`src/inc/hbc_pkg.sv`:
```
// Package for the brushed DC H-bridge control logic.
// Assumes a 100 MHz system clock; all times are converted to cycle counts here.
package hbc_pkg;

	// ------------------------------------------------------------
	// Clock and timing
	// ------------------------------------------------------------
	localparam int CLK_PERIOD_PS          = 10000;    // 100 MHz
	localparam int SHOOT_THROUGH_GAP_NS   = 200;      // Dead time per half-bridge
	localparam int REG_OFF_TIME_US        = 25;       // Current regulation off-time
	localparam int TRIP_BLANK_TIME_NS     = 1400;     // Trip comparator blanking
	localparam int TRIP_DEBOUNCE_NS       = 700;      // Trip comparator debounce
	localparam int OC_RESPONSE_NS         = 1500;     // Overcurrent response time
	localparam int OC_RETRY_MS            = 3;        // Overcurrent retry interval
	localparam int SLEEP_ENTRY_MS         = 1;        // Coast time before sleep
	localparam int SENSE_DELAY_NS         = 1100;     // Sense ready delay
	localparam int INPUT_DEBOUNCE_NS      = 100;      // Control input filter

	// Least times round up, none below one cycle
	localparam int DEAD_CYC   = (SHOOT_THROUGH_GAP_NS * 1000 + CLK_PERIOD_PS - 1) / CLK_PERIOD_PS;
	localparam int OFF_CYC    = (REG_OFF_TIME_US * 1000000 + CLK_PERIOD_PS - 1) / CLK_PERIOD_PS;
	localparam int BLANK_CYC  = (TRIP_BLANK_TIME_NS * 1000 + CLK_PERIOD_PS - 1) / CLK_PERIOD_PS;
	localparam int TDEB_CYC   = (TRIP_DEBOUNCE_NS * 1000 + CLK_PERIOD_PS - 1) / CLK_PERIOD_PS;
	localparam int OCR_CYC    = (OC_RESPONSE_NS * 1000 + CLK_PERIOD_PS - 1) / CLK_PERIOD_PS;
	localparam int SENSE_CYC  = (SENSE_DELAY_NS * 1000 + CLK_PERIOD_PS - 1) / CLK_PERIOD_PS;
	localparam int INDEB_CYC  = (INPUT_DEBOUNCE_NS * 1000 + CLK_PERIOD_PS - 1) / CLK_PERIOD_PS;
	// Long counts: defaults for top-level parameters
	localparam int RETRY_CYC_DEF = (OC_RETRY_MS * 1000000) / (CLK_PERIOD_PS / 1000);
	localparam int SLEEP_CYC_DEF = (SLEEP_ENTRY_MS * 1000000) / (CLK_PERIOD_PS / 1000);

	localparam int CNT_W   = 20;                      // Wide enough for 3 ms
	localparam int INDEB_W = 4;

	// ------------------------------------------------------------
	// Types
	// ------------------------------------------------------------
	typedef enum logic [1:0] {
		HBC_DRV_OFF  = 2'h0,                          // Both FETs off, pin high-Z
		HBC_DRV_LOW  = 2'h1,
		HBC_DRV_HIGH = 2'h2
	} hbc_drv_t;

	// Gate drive for one half-bridge
	typedef struct packed {
		logic hs;                                     // High-side gate
		logic ls;                                     // Low-side gate
	} hbc_gate_t;

	// Protection monitor inputs
	typedef struct packed {
		logic       uv_ok;                            // Supply above lockout threshold
		logic       thermal_limit;                    // Junction over shutdown temperature
		logic [3:0] oc_det;                           // Per-FET overcurrent: a_hs,a_ls,b_hs,b_ls
	} hbc_mon_t;

	// Status outputs
	typedef struct packed {
		logic sleep;
		logic regulating;
		logic oc_shutdown;
		logic thermal_shutdown;
		logic uv_lockout;
	} hbc_stat_t;

	// Main control state, Gray along the usual path
	typedef enum logic [2:0] {
		HBC_ST_SLEEP  = 3'h0,
		HBC_ST_RUN    = 3'h1,
		HBC_ST_REGOFF = 3'h3,
		HBC_ST_OCOFF  = 3'h2,
		HBC_ST_LOCK   = 3'h6
	} hbc_state_t;

endpackage : hbc_pkg

```
`src/hbc_bridge_ctrl.sv`:
```
// Brushed DC H-bridge control: input decode, regulation, protection.
// Assumes synchronous inputs, analog monitors presented as logic levels.
//
// Overview of operation
// - Decode inputs to coast, reverse, forward, brake.
// - Coast disables bridge, sleep after interval.
// - Follow static or toggled drive patterns.
// - Dead time on every half-bridge side change.
// - Debounce each control input.
// - Sense enable drops at once with low-side.
// - Sense stays on through drive/brake toggling.
// - Trip forces brake for fixed off-time.
// - After off-time, resume or brake again.
// - Input change aborts off-time immediately.
// - Blank trip after enable, then debounce.
// - Outputs off until supply above threshold.
// - Supply drop disables and resets logic.
// - Any FET overcurrent for response time: all off.
// - Retry after interval, repeat while faulted.
// - Overcurrent checked per FET, independent.
// - Thermal shutdown with hysteresis release.
// - Off-time is 25 microseconds.
// - Blanking is 1.4 microseconds.
// - Trip debounce is 0.7 microseconds.
`timescale 1ns/1ps
`default_nettype none
module hbc_bridge_ctrl
	import hbc_pkg::*;
#(
	parameter int RETRY_CYC = RETRY_CYC_DEF,           // Overcurrent retry interval
	parameter int SLEEP_CYC = SLEEP_CYC_DEF            // Coast time before sleep
) (
	input  wire  logic      sys_clk_in,         // 100 MHz clock
	input  wire  logic      nrst_in,            // Async reset, active low
	input  wire  logic      ctrl_in_a,          // Host control input A
	input  wire  logic      ctrl_in_b,          // Host control input B
	input  wire  logic      trip_current_in,    // Regulation comparator
	input  wire  hbc_mon_t  mon_in,             // Supply, thermal, overcurrent
	output var   hbc_gate_t bridge_out_a,       // Gates of output A
	output var   hbc_gate_t bridge_out_b,       // Gates of output B
	output var   logic      sense_en_out,       // Current sense enable
	output var   logic      sense_ready_out,    // Sense output valid
	output var   hbc_stat_t status_out          // Status flags
);

	// ------------------------------------------------------------
	// State record
	// ------------------------------------------------------------
	typedef struct packed {
		hbc_state_t       state;            // Main control state
		logic [1:0]       in_q;             // Debounced inputs {a,b}
		logic [1:0]       in_raw;           // Last raw inputs
		logic [INDEB_W-1:0] in_cnt;         // Input stability counter
		logic [CNT_W-1:0] tmr;              // Off-time / retry / sleep timer
		logic [CNT_W-1:0] blank;            // Trip blanking counter
		logic [CNT_W-1:0] tdeb;             // Trip debounce counter
		logic [3:0][CNT_W-1:0] oc_cnt;      // Per-FET overcurrent filters
		logic             therm;            // Thermal shutdown latch
		logic             uv;               // Undervoltage lockout latch
		logic             sense_on;         // Sense enable
		logic [CNT_W-1:0] sdly;             // Sense ready delay
	} hbc_ctl_state_t;

	hbc_ctl_state_t st_r;
	hbc_ctl_state_t st_nxt;

	// ------------------------------------------------------------
	// Derived combinational terms
	// ------------------------------------------------------------
	logic       oc_trip;                    // Some FET exceeded response time
	logic       fault;                      // Any protection active
	logic       in_changed;                 // Debounced input changed this cycle
	logic [1:0] in_new;                     // Debounced input next value
	hbc_drv_t   req_a;                      // Drive request, side A
	hbc_drv_t   req_b;                      // Drive request, side B
	logic       kill;                       // Immediate gate kill
	logic [3:0] oc_hit;                     // Per-FET timed-out flags

	// Per-FET overcurrent filters, one each
	genvar g;
	generate
		for (g = 0; g < 4; g++) begin : g_oc
			assign oc_hit[g] = (st_r.oc_cnt[g] >= CNT_W'(OCR_CYC));
		end
	endgenerate

	assign oc_trip = |oc_hit;
	assign fault   = st_r.uv || st_r.therm || st_r.state == HBC_ST_OCOFF;

	// ------------------------------------------------------------
	// Next-state logic
	// ------------------------------------------------------------
	always_comb begin
		st_nxt = st_r;
		in_new = st_r.in_q;

		// Input filter: a level must hold INDEB_CYC cycles to count
		st_nxt.in_raw = {ctrl_in_a, ctrl_in_b};
		if ({ctrl_in_a, ctrl_in_b} != st_r.in_raw) begin
			st_nxt.in_cnt = '0;
		end else if (st_r.in_cnt < INDEB_W'(INDEB_CYC)) begin
			st_nxt.in_cnt = st_r.in_cnt + 1'b1;
		end else begin
			in_new = st_r.in_raw;
		end
		st_nxt.in_q = in_new;
		in_changed  = (in_new != st_r.in_q);

		// Supply monitor; hysteresis sits in the analog comparator
		st_nxt.uv = !mon_in.uv_ok;

		// Thermal latch; monitor deasserts only below release margin
		st_nxt.therm = mon_in.thermal_limit;

		// Overcurrent filters count while their detector stays high
		for (int i = 0; i < 4; i++) begin
			if (!mon_in.oc_det[i] || st_r.state == HBC_ST_OCOFF) begin
				st_nxt.oc_cnt[i] = '0;
			end else if (!oc_hit[i]) begin
				st_nxt.oc_cnt[i] = st_r.oc_cnt[i] + 1'b1;
			end
		end

		// Timer decrement
		if (st_r.tmr != '0) begin
			st_nxt.tmr = st_r.tmr - 1'b1;
		end
		if (st_r.blank != '0) begin
			st_nxt.blank = st_r.blank - 1'b1;
		end

		// Trip debounce, only after blanking
		if (trip_current_in && st_r.blank == '0) begin
			if (st_r.tdeb < CNT_W'(TDEB_CYC)) begin
				st_nxt.tdeb = st_r.tdeb + 1'b1;
			end
		end else begin
			st_nxt.tdeb = '0;
		end

		case (st_r.state)
			HBC_ST_SLEEP: begin
				// Wake on any non-coast command
				if (in_new != 2'h0 && !st_r.uv && !st_r.therm) begin
					st_nxt.state = HBC_ST_RUN;
					st_nxt.blank = CNT_W'(BLANK_CYC);
				end
			end
			HBC_ST_RUN: begin
				if (in_new == 2'h0) begin
					if (in_changed) begin
						st_nxt.tmr = CNT_W'(SLEEP_CYC);
					end else if (st_r.tmr == '0) begin
						st_nxt.state = HBC_ST_SLEEP;
					end
				end else if (st_r.tdeb >= CNT_W'(TDEB_CYC) && st_r.blank == '0 && !in_changed) begin
					st_nxt.state = HBC_ST_REGOFF;
					st_nxt.tmr   = CNT_W'(OFF_CYC);
					st_nxt.tdeb  = '0;
				end else if (in_changed && st_r.in_q == 2'h0) begin
					st_nxt.blank = CNT_W'(BLANK_CYC);
				end
				// Blanking starts once the gates are really on, not inside the dead gap
				if (in_new != 2'h0 && st_nxt.state == HBC_ST_RUN && {bridge_out_a, bridge_out_b} == 4'h0) begin
					st_nxt.blank = CNT_W'(BLANK_CYC);
				end
			end
			HBC_ST_REGOFF: begin
				if (in_changed) begin
					st_nxt.state = HBC_ST_RUN;
					st_nxt.blank = CNT_W'(BLANK_CYC);
					st_nxt.tmr   = (in_new == 2'h0) ? CNT_W'(SLEEP_CYC) : '0;
				end else if (st_r.tmr == '0) begin
					if (trip_current_in) begin
						st_nxt.tmr = CNT_W'(OFF_CYC);
					end else begin
						st_nxt.state = HBC_ST_RUN;
						st_nxt.blank = CNT_W'(BLANK_CYC);
					end
				end
			end
			HBC_ST_OCOFF: begin
				// Retry with whatever the inputs now ask
				if (st_r.tmr == '0) begin
					st_nxt.state = HBC_ST_RUN;
					st_nxt.blank = CNT_W'(BLANK_CYC);
					st_nxt.tmr   = (in_new == 2'h0) ? CNT_W'(SLEEP_CYC) : '0;
				end
			end
			HBC_ST_LOCK: begin
				// Held by supply or thermal fault
				if (!st_r.uv && !st_r.therm) begin
					st_nxt.state = HBC_ST_SLEEP;
				end
			end
			default: begin
				st_nxt.state = HBC_ST_SLEEP;
			end
		endcase

		// Overcurrent beats regulation and decode
		if (oc_trip && st_r.state != HBC_ST_OCOFF && st_r.state != HBC_ST_LOCK) begin
			st_nxt.state = HBC_ST_OCOFF;
			st_nxt.tmr   = CNT_W'(RETRY_CYC);
		end
		// Supply and thermal faults beat everything else
		if (st_r.uv || st_r.therm) begin
			st_nxt.state = HBC_ST_LOCK;
			st_nxt.tmr   = '0;
			st_nxt.tdeb  = '0;
			st_nxt.oc_cnt = '0;
		end

		// Sense path: on while a low-side is commanded by the inputs
		// Drive/brake toggling keeps a low-side on, so the circuit stays on
		st_nxt.sense_on = (in_new != 2'h0) && !fault &&
			st_nxt.state != HBC_ST_SLEEP && st_nxt.state != HBC_ST_LOCK;
		if (!st_nxt.sense_on) begin
			st_nxt.sdly = CNT_W'(SENSE_CYC);
		end else if (st_r.sdly != '0) begin
			st_nxt.sdly = st_r.sdly - 1'b1;
		end
	end

	// Register all state; supply loss resets via uv latch path
	always_ff @(posedge sys_clk_in or negedge nrst_in) begin
		if (!nrst_in) begin
			st_r       <= '0;
			st_r.state <= HBC_ST_LOCK;
			st_r.uv    <= 1'b1;
			st_r.sdly  <= CNT_W'(SENSE_CYC);
		end else begin
			st_r <= st_nxt;
		end
	end

	// ------------------------------------------------------------
	// Output decode
	// ------------------------------------------------------------
	always_comb begin
		kill  = 1'b0;
		req_a = HBC_DRV_OFF;
		req_b = HBC_DRV_OFF;
		case (st_r.state)
			HBC_ST_RUN: begin
				case (st_r.in_q)
					2'h1: begin
						req_a = HBC_DRV_LOW;
						req_b = HBC_DRV_HIGH;
					end
					2'h2: begin
						req_a = HBC_DRV_HIGH;
						req_b = HBC_DRV_LOW;
					end
					2'h3: begin
						req_a = HBC_DRV_LOW;
						req_b = HBC_DRV_LOW;
					end
					default: begin
						req_a = HBC_DRV_OFF;
						req_b = HBC_DRV_OFF;
					end
				endcase
			end
			HBC_ST_REGOFF: begin
				req_a = HBC_DRV_LOW;
				req_b = HBC_DRV_LOW;
			end
			HBC_ST_OCOFF, HBC_ST_LOCK: begin
				kill = 1'b1;
			end
			default: begin
				kill = 1'b0;
			end
		endcase
		// Faults seen this cycle kill gates without waiting a state edge
		if (oc_trip || st_r.uv || st_r.therm) begin
			kill = 1'b1;
		end
	end

	// Half-bridges with their own dead-time logic
	hbc_half_bridge u_hb_a (
		.sys_clk_in (sys_clk_in),
		.nrst_in    (nrst_in),
		.req_in     (req_a),
		.kill_in    (kill),
		.gate_out   (bridge_out_a)
	);

	hbc_half_bridge u_hb_b (
		.sys_clk_in (sys_clk_in),
		.nrst_in    (nrst_in),
		.req_in     (req_b),
		.kill_in    (kill),
		.gate_out   (bridge_out_b)
	);

	// Sense enable falls the cycle the command does, not after gate turn-off
	assign sense_en_out    = st_r.sense_on;
	assign sense_ready_out = st_r.sense_on && st_r.sdly == '0;

	assign status_out.sleep            = st_r.state == HBC_ST_SLEEP;
	assign status_out.regulating       = st_r.state == HBC_ST_REGOFF;
	assign status_out.oc_shutdown      = st_r.state == HBC_ST_OCOFF;
	assign status_out.thermal_shutdown = st_r.therm;
	assign status_out.uv_lockout       = st_r.uv;

endmodule : hbc_bridge_ctrl
`default_nettype wire

```
`src/hbc_half_bridge.sv`:
```
// One half-bridge gate driver with shoot-through gap.
// Assumes a synchronous request and a force-off that may come at any time.
`timescale 1ns/1ps
`default_nettype none
module hbc_half_bridge
	import hbc_pkg::*;
(
	input  wire  logic      sys_clk_in,      // System clock
	input  wire  logic      nrst_in,         // Async reset, active low
	input  wire  hbc_drv_t  req_in,          // Requested drive
	input  wire  logic      kill_in,         // Force both FETs off now
	output var   hbc_gate_t gate_out         // Gate drives
);

	// ------------------------------------------------------------
	// State
	// ------------------------------------------------------------
	typedef struct packed {
		hbc_gate_t        gate;              // Gate outputs
		logic [CNT_W-1:0] gap;               // Dead-time counter
	} hbc_hb_state_t;

	hbc_hb_state_t st_r;
	hbc_hb_state_t st_nxt;

	// Next state; any change of side passes through both-off first
	always_comb begin
		st_nxt = st_r;
		if (st_r.gap != '0) begin
			st_nxt.gap = st_r.gap - 1'b1;
		end
		if (kill_in || req_in == HBC_DRV_OFF) begin
			// Turning off is always safe at once
			st_nxt.gate = '0;
			st_nxt.gap  = CNT_W'(DEAD_CYC);
		end else if (req_in == HBC_DRV_HIGH) begin
			if (st_r.gate.ls) begin
				st_nxt.gate = '0;
				st_nxt.gap  = CNT_W'(DEAD_CYC);
			end else if (st_r.gap == '0 || st_r.gate.hs) begin
				st_nxt.gate.hs = 1'b1;
			end
		end else begin
			if (st_r.gate.hs) begin
				st_nxt.gate = '0;
				st_nxt.gap  = CNT_W'(DEAD_CYC);
			end else if (st_r.gap == '0 || st_r.gate.ls) begin
				st_nxt.gate.ls = 1'b1;
			end
		end
	end

	// Register
	always_ff @(posedge sys_clk_in or negedge nrst_in) begin
		if (!nrst_in) begin
			st_r <= '0;
		end else begin
			st_r <= st_nxt;
		end
	end

	assign gate_out = st_r.gate;

endmodule : hbc_half_bridge
`default_nettype wire

```
`config.mk`:
```
export PLATFORM = sky130hd
export DESIGN_NAME = hbc_bridge_ctrl
export DESIGN_NICKNAME = d
export VERILOG_FILES = /design/src/inc/hbc_pkg.sv /design/src/hbc_bridge_ctrl.sv /design/src/hbc_half_bridge.sv
export SDC_FILE = /design/constraint.sdc
export NUM_CORES = 1
export LEC_CHECK = 0
export ABC_CLOCK_PERIOD_IN_PS = 3800
export CORE_MARGIN = 3
export CORE_UTILIZATION = 62
export CTS_CLUSTER_DIAMETER = 150
export CTS_CLUSTER_SIZE = 10
export DETAILED_ROUTE_END_ITERATION = 12
export DONT_BUFFER_PORTS = 1
export PLACE_DENSITY = 0.78
export SKIP_LAST_GASP = 1
export SLEW_MARGIN = 20
export SYNTH_ARGS = -nofsm -noshare
export SYNTH_HDL_FRONTEND = slang
export SYNTH_HIERARCHICAL = 1
export SYNTH_SLANG_ARGS = --single-unit
```
`constraint.sdc`:
```
create_clock -name sys_clk_in -period 3.8 [get_ports sys_clk_in]
set_input_delay 0.95 -clock sys_clk_in [delete_from_list [all_inputs] [get_ports sys_clk_in]]
set_output_delay 0.95 -clock sys_clk_in [all_outputs]
set_load 0.02 [all_outputs]
```
Word-level counts from Yosys, hierarchy flattened
Index checks and enable logic that the tools add are counted.

storage, ports and cells
  register bits after elaboration = 218
  output and inout port bits = 11
  logic and storage cells = 201

operators by class
  add/sub/neg operators = 11
  order comparisons = 7
  equality and inequality tests = 22
  mux-type cells = 77
  reduce and logical (&&, ||, !) cells = 63

operator list
  kind                                                   number
  2-to-1 mux 20 bit                                      33
  2-to-1 mux 40 bit                                      4
  adder 20 x 1 -> 20 bit, second input constant          5
  logical NOT 20 bit                                     5
  2-to-1 mux 100 bit                                     1
  nonzero test 20 bit                                    5
  subtractor 20 x 1 -> 20 bit, second input constant     5
  2-to-1 mux 22 bit                                      4
  >= comparator 20 x 8 -> 1 bit, second input constant   4
  one-hot mux 20 bit (4 select lines)                    1
  one-hot mux 20 bit (3 select lines)                    1
  2-to-1 mux 3 bit                                       13
  >= comparator 20 x 7 -> 1 bit, second input constant   1
  < comparator 20 x 7 -> 1 bit, second input constant    1
  2-to-1 mux 17 bit                                      1
  one-hot mux 2 bit (2 select lines)                     4
  logical AND 1 bit                                      15
  one-hot mux 3 bit (5 select lines)                     1
  logical OR 1 bit                                       14
  inequality test 3 x 1 -> 1 bit, second input constant  4
  2-to-1 mux 1 bit                                       10
  logical NOT 1 bit                                      9
  == test 2 bit, second input constant                   4
  logical NOT 2 bit                                      4
  20 further kinds                                       31

Depth between registers and ports, before layout
Gate-level depths: netlist of run 1.

  depth after elaboration = 16
  mapped depth = 12

Cells and area by module
Netlist of run 1, hierarchy kept.

by module, submodules not included
  module           instances  cells an instance  area an instance (um^2)
  hbc_bridge_ctrl  1          906                8888.5
  hbc_half_bridge  2          130                1214.9

Worst setup path before layout of run 1
OpenSTA, ideal clock, no wires.

  kind = register -> output
  start = register st_r[9] (netlist name)
  end = output sense_ready_out
  data arrival time = 2.097 ns
  required time = 2.850 ns
  setup slack = 0.753 ns
  cell stages (with the launch flop) = 5
  path through = dfrtp_1 -> or4_1 -> nand2b_1 -> nor3_1 -> and2_1

RTL lines
  item       RTL line               RTL
  to (decl)  hbc_bridge_ctrl.sv:42  output var logic sense_ready_out,

==> run metrics, run 1 <==
final core area utilization=69.16%; Final ANT Viol Nets=0; minimum hold slack=126.0 ps; Power Density=579.7 nW/um2; largest net degree at the start of global routing=219; CTS root buffer=clkbuf_16; RSZ-0062 raised after global routing=no; Distinct cells, synth=74; Worst setup EP type=output pin; Slew headroom=44.32%; yosys warns=6; Core ar.=17600 um2; final setup fails=0; CP arrival=2480 ps; Syn Inst Count=1166; Worst-Margin Slew=828.9 ps; area grow syn2layout=7.528%; Avg WL per Cell=16.65 um; layout cells sized above 1=7.094%; post-synthesis adder-cell area fraction=2.211%; Leak Pwr=5.205 nW; drt total wl=23230 um; die extent in x=141.1 um; status=finished clean; hold crit path type=input port to asynchronous set/reset pin; logic depth of the worst register-to-register path=10; Die Height=141.1 um; CTS max path bufs=3; clock buffer count from CTS=25; largest family of logic cells by synthesized area=simple AND/OR/NAND/NOR gates; Post-CTS Resized=0; Seq/Total Area, Yosys=48.29%; Max Slew Vio Count=0; routed vias/inst=6.244; worst clock skew=19.48 ps; Post-synth EDFFs=0; Req. time, crit path=2850 ps; FF+latch count, synth=218; diodes inserted=0; max_cap viols=0; first-pass GRT wire length=40050 um; crit start category=flop; Skew-Pair Late Insertion Delay=520 ps; antenna violations before repair=0; CTS Hold Bufs=0; clock sinks=218; area share of and/or/nand/nor cells after synthesis=24.35%; mean area per synthesized cell=9.707 um2; Compound-Gate Fraction of Synth Area=13.08%; gr usage total=23.63%; Highest Clock Rate=0.2915 GHz; number of global-route vias before repair=8330; asr flop ratio synth=100.0%; port bufs=0; Mapped Area=11320 um2; xor/xnor share of the synthesized area=8.424%; I/O pin count=22; maximum VDD drop=563.5 uV; CP max FO=9; period utilization=90.29%; drt first pass iters=5; Placer Congestion=0.8894; pre-CTS WS=438.1 ps; Mapped Nets=1197; DIE AREA=19910 um2; Nets=1183; CP max-delay cell=dfrtp_1; setup bufs post-CTS=0; Congestion Overflow GR=0; via count=8710; Clock transition at path regs=50 ps; CTS H-Tree Depth=1; CTS tree=done; min setup slack post-route=369.0 ps; Tot Pwr=7.055 mW; DR DRC count=0; worst path cell trace=inv_1, ha_1, nor3b_1, nand3_1, nor3_1, buf_4, and2_1; Most used DFF post-synth=dfrtp_1; post-route minimum period=3431 ps; Post-DP HPWL=15210 um; slowest stage delay, CP=390 ps; mux cell area share after synthesis=0.3648%; Final Hold Viols=0; Sum Neg Setup Slack=0 ps; # rows=48; Iteration-0 DRC Markers=563; CP Class=flop to output pin; Initial Util=64.32%
## cell families after synthesis
group,count (synthesis)
and+or+nand+nor,518
DFF,218
AOI/OAI and AO/OA,212
xor gates and xnor gates,108
buffers and inverters,86
adders and majority gates,20
muxes,4
## area by class of cell
class / instances / area [um2]
flip-flops and latches: 218 / 5465
clock buffers: 44 / 706.9
well taps: 225 / 281.5
inverters: 33 / 123.9
repair buffers: 12 / 90.09
multi-input cells: 862 / 5494
fillers: 1326 / 5426
clock inverters: 1 / 8.758
## stage by stage
step | area, um2 | cells
after global placement | 11450 | 1350
after floorplan | 11320 | 1166
after CTS | 12170 | 1395
after global routing | 12170 | 1395
final | 12170 | 1395
after detailed placement | 11450 | 1350
## placed cells by master, fill, tap and decap left out, types with 15 or more instances in the layout
| cell type | n |
|---|---|
| nand4_1 | 27 |
| nor4_1 | 33 |
| or3_1 | 20 |
| a31oi_1 | 24 |
| xor2_1 | 44 |
| a21oi_1 | 35 |
| and2_1 | 15 |
| ha_1 | 20 |
| xnor2_1 | 63 |
| dfrtp_1 | 210 |
| o21ai_0 | 28 |
| nor2_1 | 145 |
| nor3_1 | 68 |
| and3_1 | 39 |
| inv_1 | 32 |
| clkbuf_16 | 25 |
| a211oi_1 | 24 |
| nand3_1 | 31 |
| o21a_1 | 17 |
| nand2_1 | 59 |
| clkbuf_1 | 18 |
| or4_1 | 19 |
## worst paths after layout
check,startpoint,endpoint,slack [ps]
max,st_r[0],sense_ready_out,370
min in group sys_clk_in,mon_in[5],status_out[0],450
min reg2reg,st_r[111],st_r[111],490
min,nrst_in,st_r[33],130
max reg2reg,st_r[63],st_r[6],730
max in group asynchronous,nrst_in,st_r[3],3280
## power breakdown
| group | internal (mW) | switching, mW | total [mW] |
|---|---|---|---|
| logic | 0.850 | 1.28 | 2.13 |
| registers | 2.53 | 0.246 | 2.78 |
| clock network | 1.25 | 0.899 | 2.15 |
| total | 4.63 | 2.42 | 7.05 |
## synth_stat cells (24+ instances only)
library cell / count / area, um2
o21ai_0: 28 / 140.1
nand2_1: 59 / 221.5
and3_1: 39 / 244.0
a211oi_1: 25 / 187.7
nand3_1: 31 / 155.2
nor2_1: 146 / 548.0
inv_1: 32 / 120.1
xor2_1: 44 / 385.4
dfrtp_1: 210 / 5255
xnor2_1: 63 / 551.8
a31oi_1: 24 / 150.1
clkbuf_1: 33 / 123.9
nand4_1: 27 / 168.9
a21oi_1: 35 / 175.2
nor3_1: 69 / 345.3
nor4_1: 33 / 206.5
## metal layers
layer,global-route usage [%],share of wire (%),wire length [um]
met2,35.82,45,10500
met3,4.003,4.8,1125
met1,35.60,49,11270
met4,6.119,1.4,335
met5,0,0,0
## critical path, delay by kind of cell, from the launching register on
kind | cells | cell delay [ps]
and+or+nand+nor | 4 | 1120
DFF | 1 | 390
buffers and inverters | 2 | 300
adders and majority gates | 1 | 160
## flip-flops by register name, summed over array words and instances (netlist names)
name,count
sense_en_out,1
st_r,171
status_out,2
u_hb_a/gate_out,2
u_hb_a/st_r,20
u_hb_b/gate_out,2
u_hb_b/st_r,20
Power figures use the tool's default switching activity.
==> inputs of run 2 (changes only) <==
Settings changed: ABC_CLOCK_PERIOD_IN_PS 3800 to 4100.
Clock period 3.8 ns to 4.1 ns, I/O delays scaled along.
==> run 2 against run 1 <==
  * Power fell by 6.9%
  * Non-clock buffer count fell by 1
  * Critical path depth unchanged
  * Highest routed layer unchanged
  * Register-to-register slack gained 220 ps
  * Clock-buffer cell count increased by 1
  * Largest cell class unchanged
==> run metrics, run 2 (synthesis results as in run 1) <==
status=finished clean; Power Density=539.8 nW/um2; max FFs per register=171; Req. time, crit path=3070 ps; period utilization=85.19%; I/O pin count=22; RSZ-0062 raised after global routing=no; final setup fails=0; Die Height=141.1 um; Congestion Overflow GR=0; Tot Pwr=6.568 mW; number of global-route vias before repair=8287; maximum VDD drop=604.5 uV; Worst-Margin Slew=816.5 ps; Nets=1182; Worst setup EP type=output pin; Skew-Pair Late Insertion Delay=520 ps; CP max-delay cell=dfrtp_1; drt total wl=23550 um; max_cap viols=0; Core ar.=17600 um2; Post-DP HPWL=15270 um; CTS H-Tree Depth=1; drt first pass iters=5; CP arrival=2470 ps; antenna violations before repair=0; CP max FO=9; slowest stage delay, CP=400 ps; worst path cell trace=inv_1, ha_1, nor3b_1, nand3_1, nor3_1, buf_4, and2_1; crit start category=flop; Leak Pwr=5.201 nW; Highest Clock Rate=0.2863 GHz; Iteration-0 DRC Markers=625; area grow syn2layout=7.495%; placed standard-cell area=11450 um2; final instance area=12170 um2; port bufs=0; DIE AREA=19910 um2; CTS Hold Bufs=0; CP Class=flop to output pin; most frequent cells in the layout=dfrtp_1 (210), nor2_1 (145), nor3_1 (68); Sum Neg Setup Slack=0 ps; Final ANT Viol Nets=0; Initial Util=64.32%; Fillers=1345; Final Hold Viols=0; clock buffer count from CTS=25; Post-CTS Resized=0; largest net degree at the start of global routing=219; leading cell type in the layout, fill and taps excluded=dfrtp_1; worst clock skew=12.29 ps; die extent in x=141.1 um; first-pass GRT wire length=39730 um; clock sinks=218; diodes inserted=0; post-route minimum period=3493 ps; layout cells sized above 1=7.009%; Avg WL per Cell=16.88 um; CTS max path bufs=3; # rows=48; CTS tree=done; DR DRC count=0; Max Slew Vio Count=0; CTS root buffer=clkbuf_16; gr usage total=23.48%; setup bufs post-CTS=0; hold crit path type=input port to asynchronous set/reset pin; register with the most flip-flops=st_r; Clock transition at path regs=60 ps; via count=8608; Slew headroom=45.15%; Largest regs=st_r: 171 flops, u_hb_a/st_r: 20 flops, u_hb_b/st_r: 20 flops; Placer Congestion=0.8953; routed vias/inst=6.171
## run 2: cell types whose count changed in the layout (fill, tap and decap cells not counted), sizes merged
| cell | change |
|---|---|
| clkbuf | +1 |
| buf | -1 |
## run 2: worst paths after layout
path,startpoint,endpoint,slack (ps),cells past startpoint
worst max-delay path,st_r[0],sense_ready_out,610,7
worst min-delay path,nrst_in,st_r[35],200,0
worst max register to register,st_r[63],st_r[19],950,9
worst min register to register,st_r[110],st_r[110],490,1
max in group asynchronous,nrst_in,st_r[172],3560,0
min in group sys_clk_in,st_r[110],st_r[110],490,1
## run 2: cell type report
type | instances | area, um2 | area share (%)
clock buffer | 45 | 710.7 | 5.841
clock inverter | 1 | 8.758 | 0.07199
inverter | 33 | 123.9 | 1.018
multi-input combinational | 862 | 5494 | 45.16
sequential | 218 | 5465 | 44.92
tap | 225 | 281.5 | 2.314
timing repair buffer | 11 | 82.58 | 0.6787
## run 2: metrics by stage
step	std cells	setup slack, ps	utilization, %	hold slack [ps]
global route	1395	464.5	69.14	180.6
finish	1395	607.3	69.14	196.4
floorplan	1166	977.9	-	454.3
CTS	1395	604.7	69.14	181.4
detailed placement	1349	651.1	65.05	471.9
global placement	1349	738.8	65.05	469.8
## run 2: report_power, final
group	total, mW	internal (mW)	switching (mW)
sequential	2.57	2.35	0.226
clock	2.00	1.16	0.843
combinational	1.99	0.789	1.20
total	6.57	4.30	2.27
## run 2: per-layer routing
metal  part of all wire (%)  vias up  GRT usage [%]
met2                     46      204          36.19
met1                     47     4163          35.24
met4                    2.2        0          5.864
met3                    4.9       37          3.494
met5                      0        -              0
li1                       -     4204              -
## run 2: critical path: cells and delay by family (launching register included)
| family | cells | cell delay, ps |
|---|---|---|
| simple gates | 4 | 1080 |
| buf+inv | 2 | 300 |
| flops | 1 | 400 |
| fa+ha+maj | 1 | 160 |
==> inputs of run 3 (changes only) <==
Settings changed: CELL_PAD_IN_SITES_DETAIL_PLACEMENT set to 0, CELL_PAD_IN_SITES_GLOBAL_PLACEMENT set to 1, CORE_UTILIZATION 62 to 55, PLACE_DENSITY 0.78 to unset, PLACE_DENSITY_LB_ADDON set to 0.1.
==> run 3 against run 2 <==
  * Combinational power is 2% higher
  * First-iteration DRC count is 1.1% lower
  * Register-to-register slack worse by 20 ps
  * Power is 0.10% lower
  * Critical path depth stayed put
  * Via count is 0.22% lower
  * Design area is 0.44% higher
  * Utilization is 7.6 points lower
  * Critical path type unchanged
  * Largest cell class unchanged
  * Highest routed layer unchanged
==> run metrics, run 3 (synthesis results as in run 1) <==
clock buffer count from CTS=25; drt total wl=23450 um; Slew headroom=38.72%; worst clock skew=16.52 ps; # rows=51; clock sinks=218; DIE AREA=22340 um2; Final ANT Viol Nets=0; leading cell type in the layout, fill and taps excluded=dfrtp_1; Die Height=149.5 um; CTS tree=done; period utilization=84.99%; CTS H-Tree Depth=1; Core ar.=19850 um2; CTS max path bufs=3; Worst-Margin Slew=912.1 ps; RSZ-0062 raised after global routing=no; Max Slew Vio Count=0; Highest Clock Rate=0.2870 GHz; Post-CTS Resized=0; port bufs=0; via count=8589; register with the most flip-flops=st_r; Nets=1185; I/O pin count=22; status=finished clean; Congestion Overflow GR=0; Sum Neg Setup Slack=0 ps; CP Class=flop to output pin; number of global-route vias before repair=8099; layout cells sized above 1=7.296%; die extent in x=149.5 um; Placer Congestion=0.8860; Worst setup EP type=output pin; CTS Hold Bufs=0; Iteration-0 DRC Markers=618; area grow syn2layout=7.971%; Post-DP HPWL=15600 um; setup bufs post-CTS=0; min setup slack post-route=615.6 ps; routed vias/inst=6.006; CTS root buffer=clkbuf_16; Req. time, crit path=3070 ps; CP max FO=9; crit start category=flop; Avg WL per Cell=16.40 um; max FFs per register=171; final setup fails=0; post-route minimum period=3484 ps; max_cap viols=0; Skew-Pair Late Insertion Delay=530 ps; maximum VDD drop=380.8 uV; Clock transition at path regs=60 ps; Largest regs=st_r: 171 flops, u_hb_a/st_r: 20 flops, u_hb_b/st_r: 20 flops; pre-CTS WS=634.0 ps; first-pass GRT wire length=40390 um; diodes inserted=0; Placed Cells=1392; Leak Pwr=5.212 nW; final core area utilization=61.58%; gr usage total=21.60%; CP arrival=2460 ps; Finished Layout Cells=1430; Final Hold Viols=0; Initial Util=57.03%; most frequent cells in the layout=dfrtp_1 (210), nor2_1 (145), nor3_1 (68); hold crit path type=input port to asynchronous set/reset pin; largest net degree at the start of global routing=219; antenna violations before repair=0; DR DRC count=0; drt first pass iters=5; Power Density=536.9 nW/um2
## run 3: cell count changes in the layout (fill, tap and decap cells not counted), sizes merged
cell,previous run,this run
buf,11,14
clkbuf,45,37
## run 3: metal layers
layer | global-route usage [%] | vias to the layer above | wire length (um)
met5 | 0 | - | 0
met4 | 4.348 | 0 | 413
met3 | 3.483 | 36 | 1062
met2 | 32.53 | 165 | 10310
met1 | 33.35 | 4190 | 11660
li1 | - | 4198 | -
## run 3: worst paths after layout
check	start	end	slack [ps]	depth (start not counted)
worst max-delay path	st_r[0]	sense_ready_out	620	7
worst min-delay path	nrst_in	st_r[30]	200	0
worst max register to register	st_r[72]	u_hb_b/st_r[19]	930	9
worst min register to register	st_r[122]	st_r[122]	480	1
max in group asynchronous	nrst_in	st_r[5]	3490	0
min in group sys_clk_in	st_r[122]	st_r[122]	480	1
## run 3: area by class of cell
| class | instances | area [um2] |
|---|---|---|
| Multi-Input combinational cell | 862 | 5494 |
| Fill cell | 1698 | 7625 |
| Clock buffer | 37 | 680.7 |
| Sequential cell | 218 | 5465 |
| Tap cell | 265 | 331.6 |
| Clock inverter | 1 | 20.02 |
| Inverter | 33 | 123.9 |
| Timing Repair Buffer | 14 | 105.1 |
## run 3: metrics by stage
step / instance area, um2 / total power [mW] / hold WS (ps)
after floorplan: 11320 / 4.111 / 454.3
after CTS: 12220 / 6.601 / 173.6
after global routing: 12220 / 6.962 / 179.5
final: 12220 / 6.561 / 202.4
after detailed placement: 11520 / 4.589 / 474.7
after global placement: 11520 / 4.569 / 470.6
## run 3: report_power, final
part,leakage [nW],internal (mW),switching (mW)
clock,0.338,1.14,0.824
combinational,1.92,0.808,1.22
sequential,2.96,2.35,0.222
total,5.21,4.30,2.27
## run 3: critical path, cell delays in order, from the launching register on
cell	delay, ps
dfrtp_1	380
inv_1	90
ha_1	160
nor3b_1	350
nand3_1	250
nor3_1	230
buf_4	210
and2_1	260
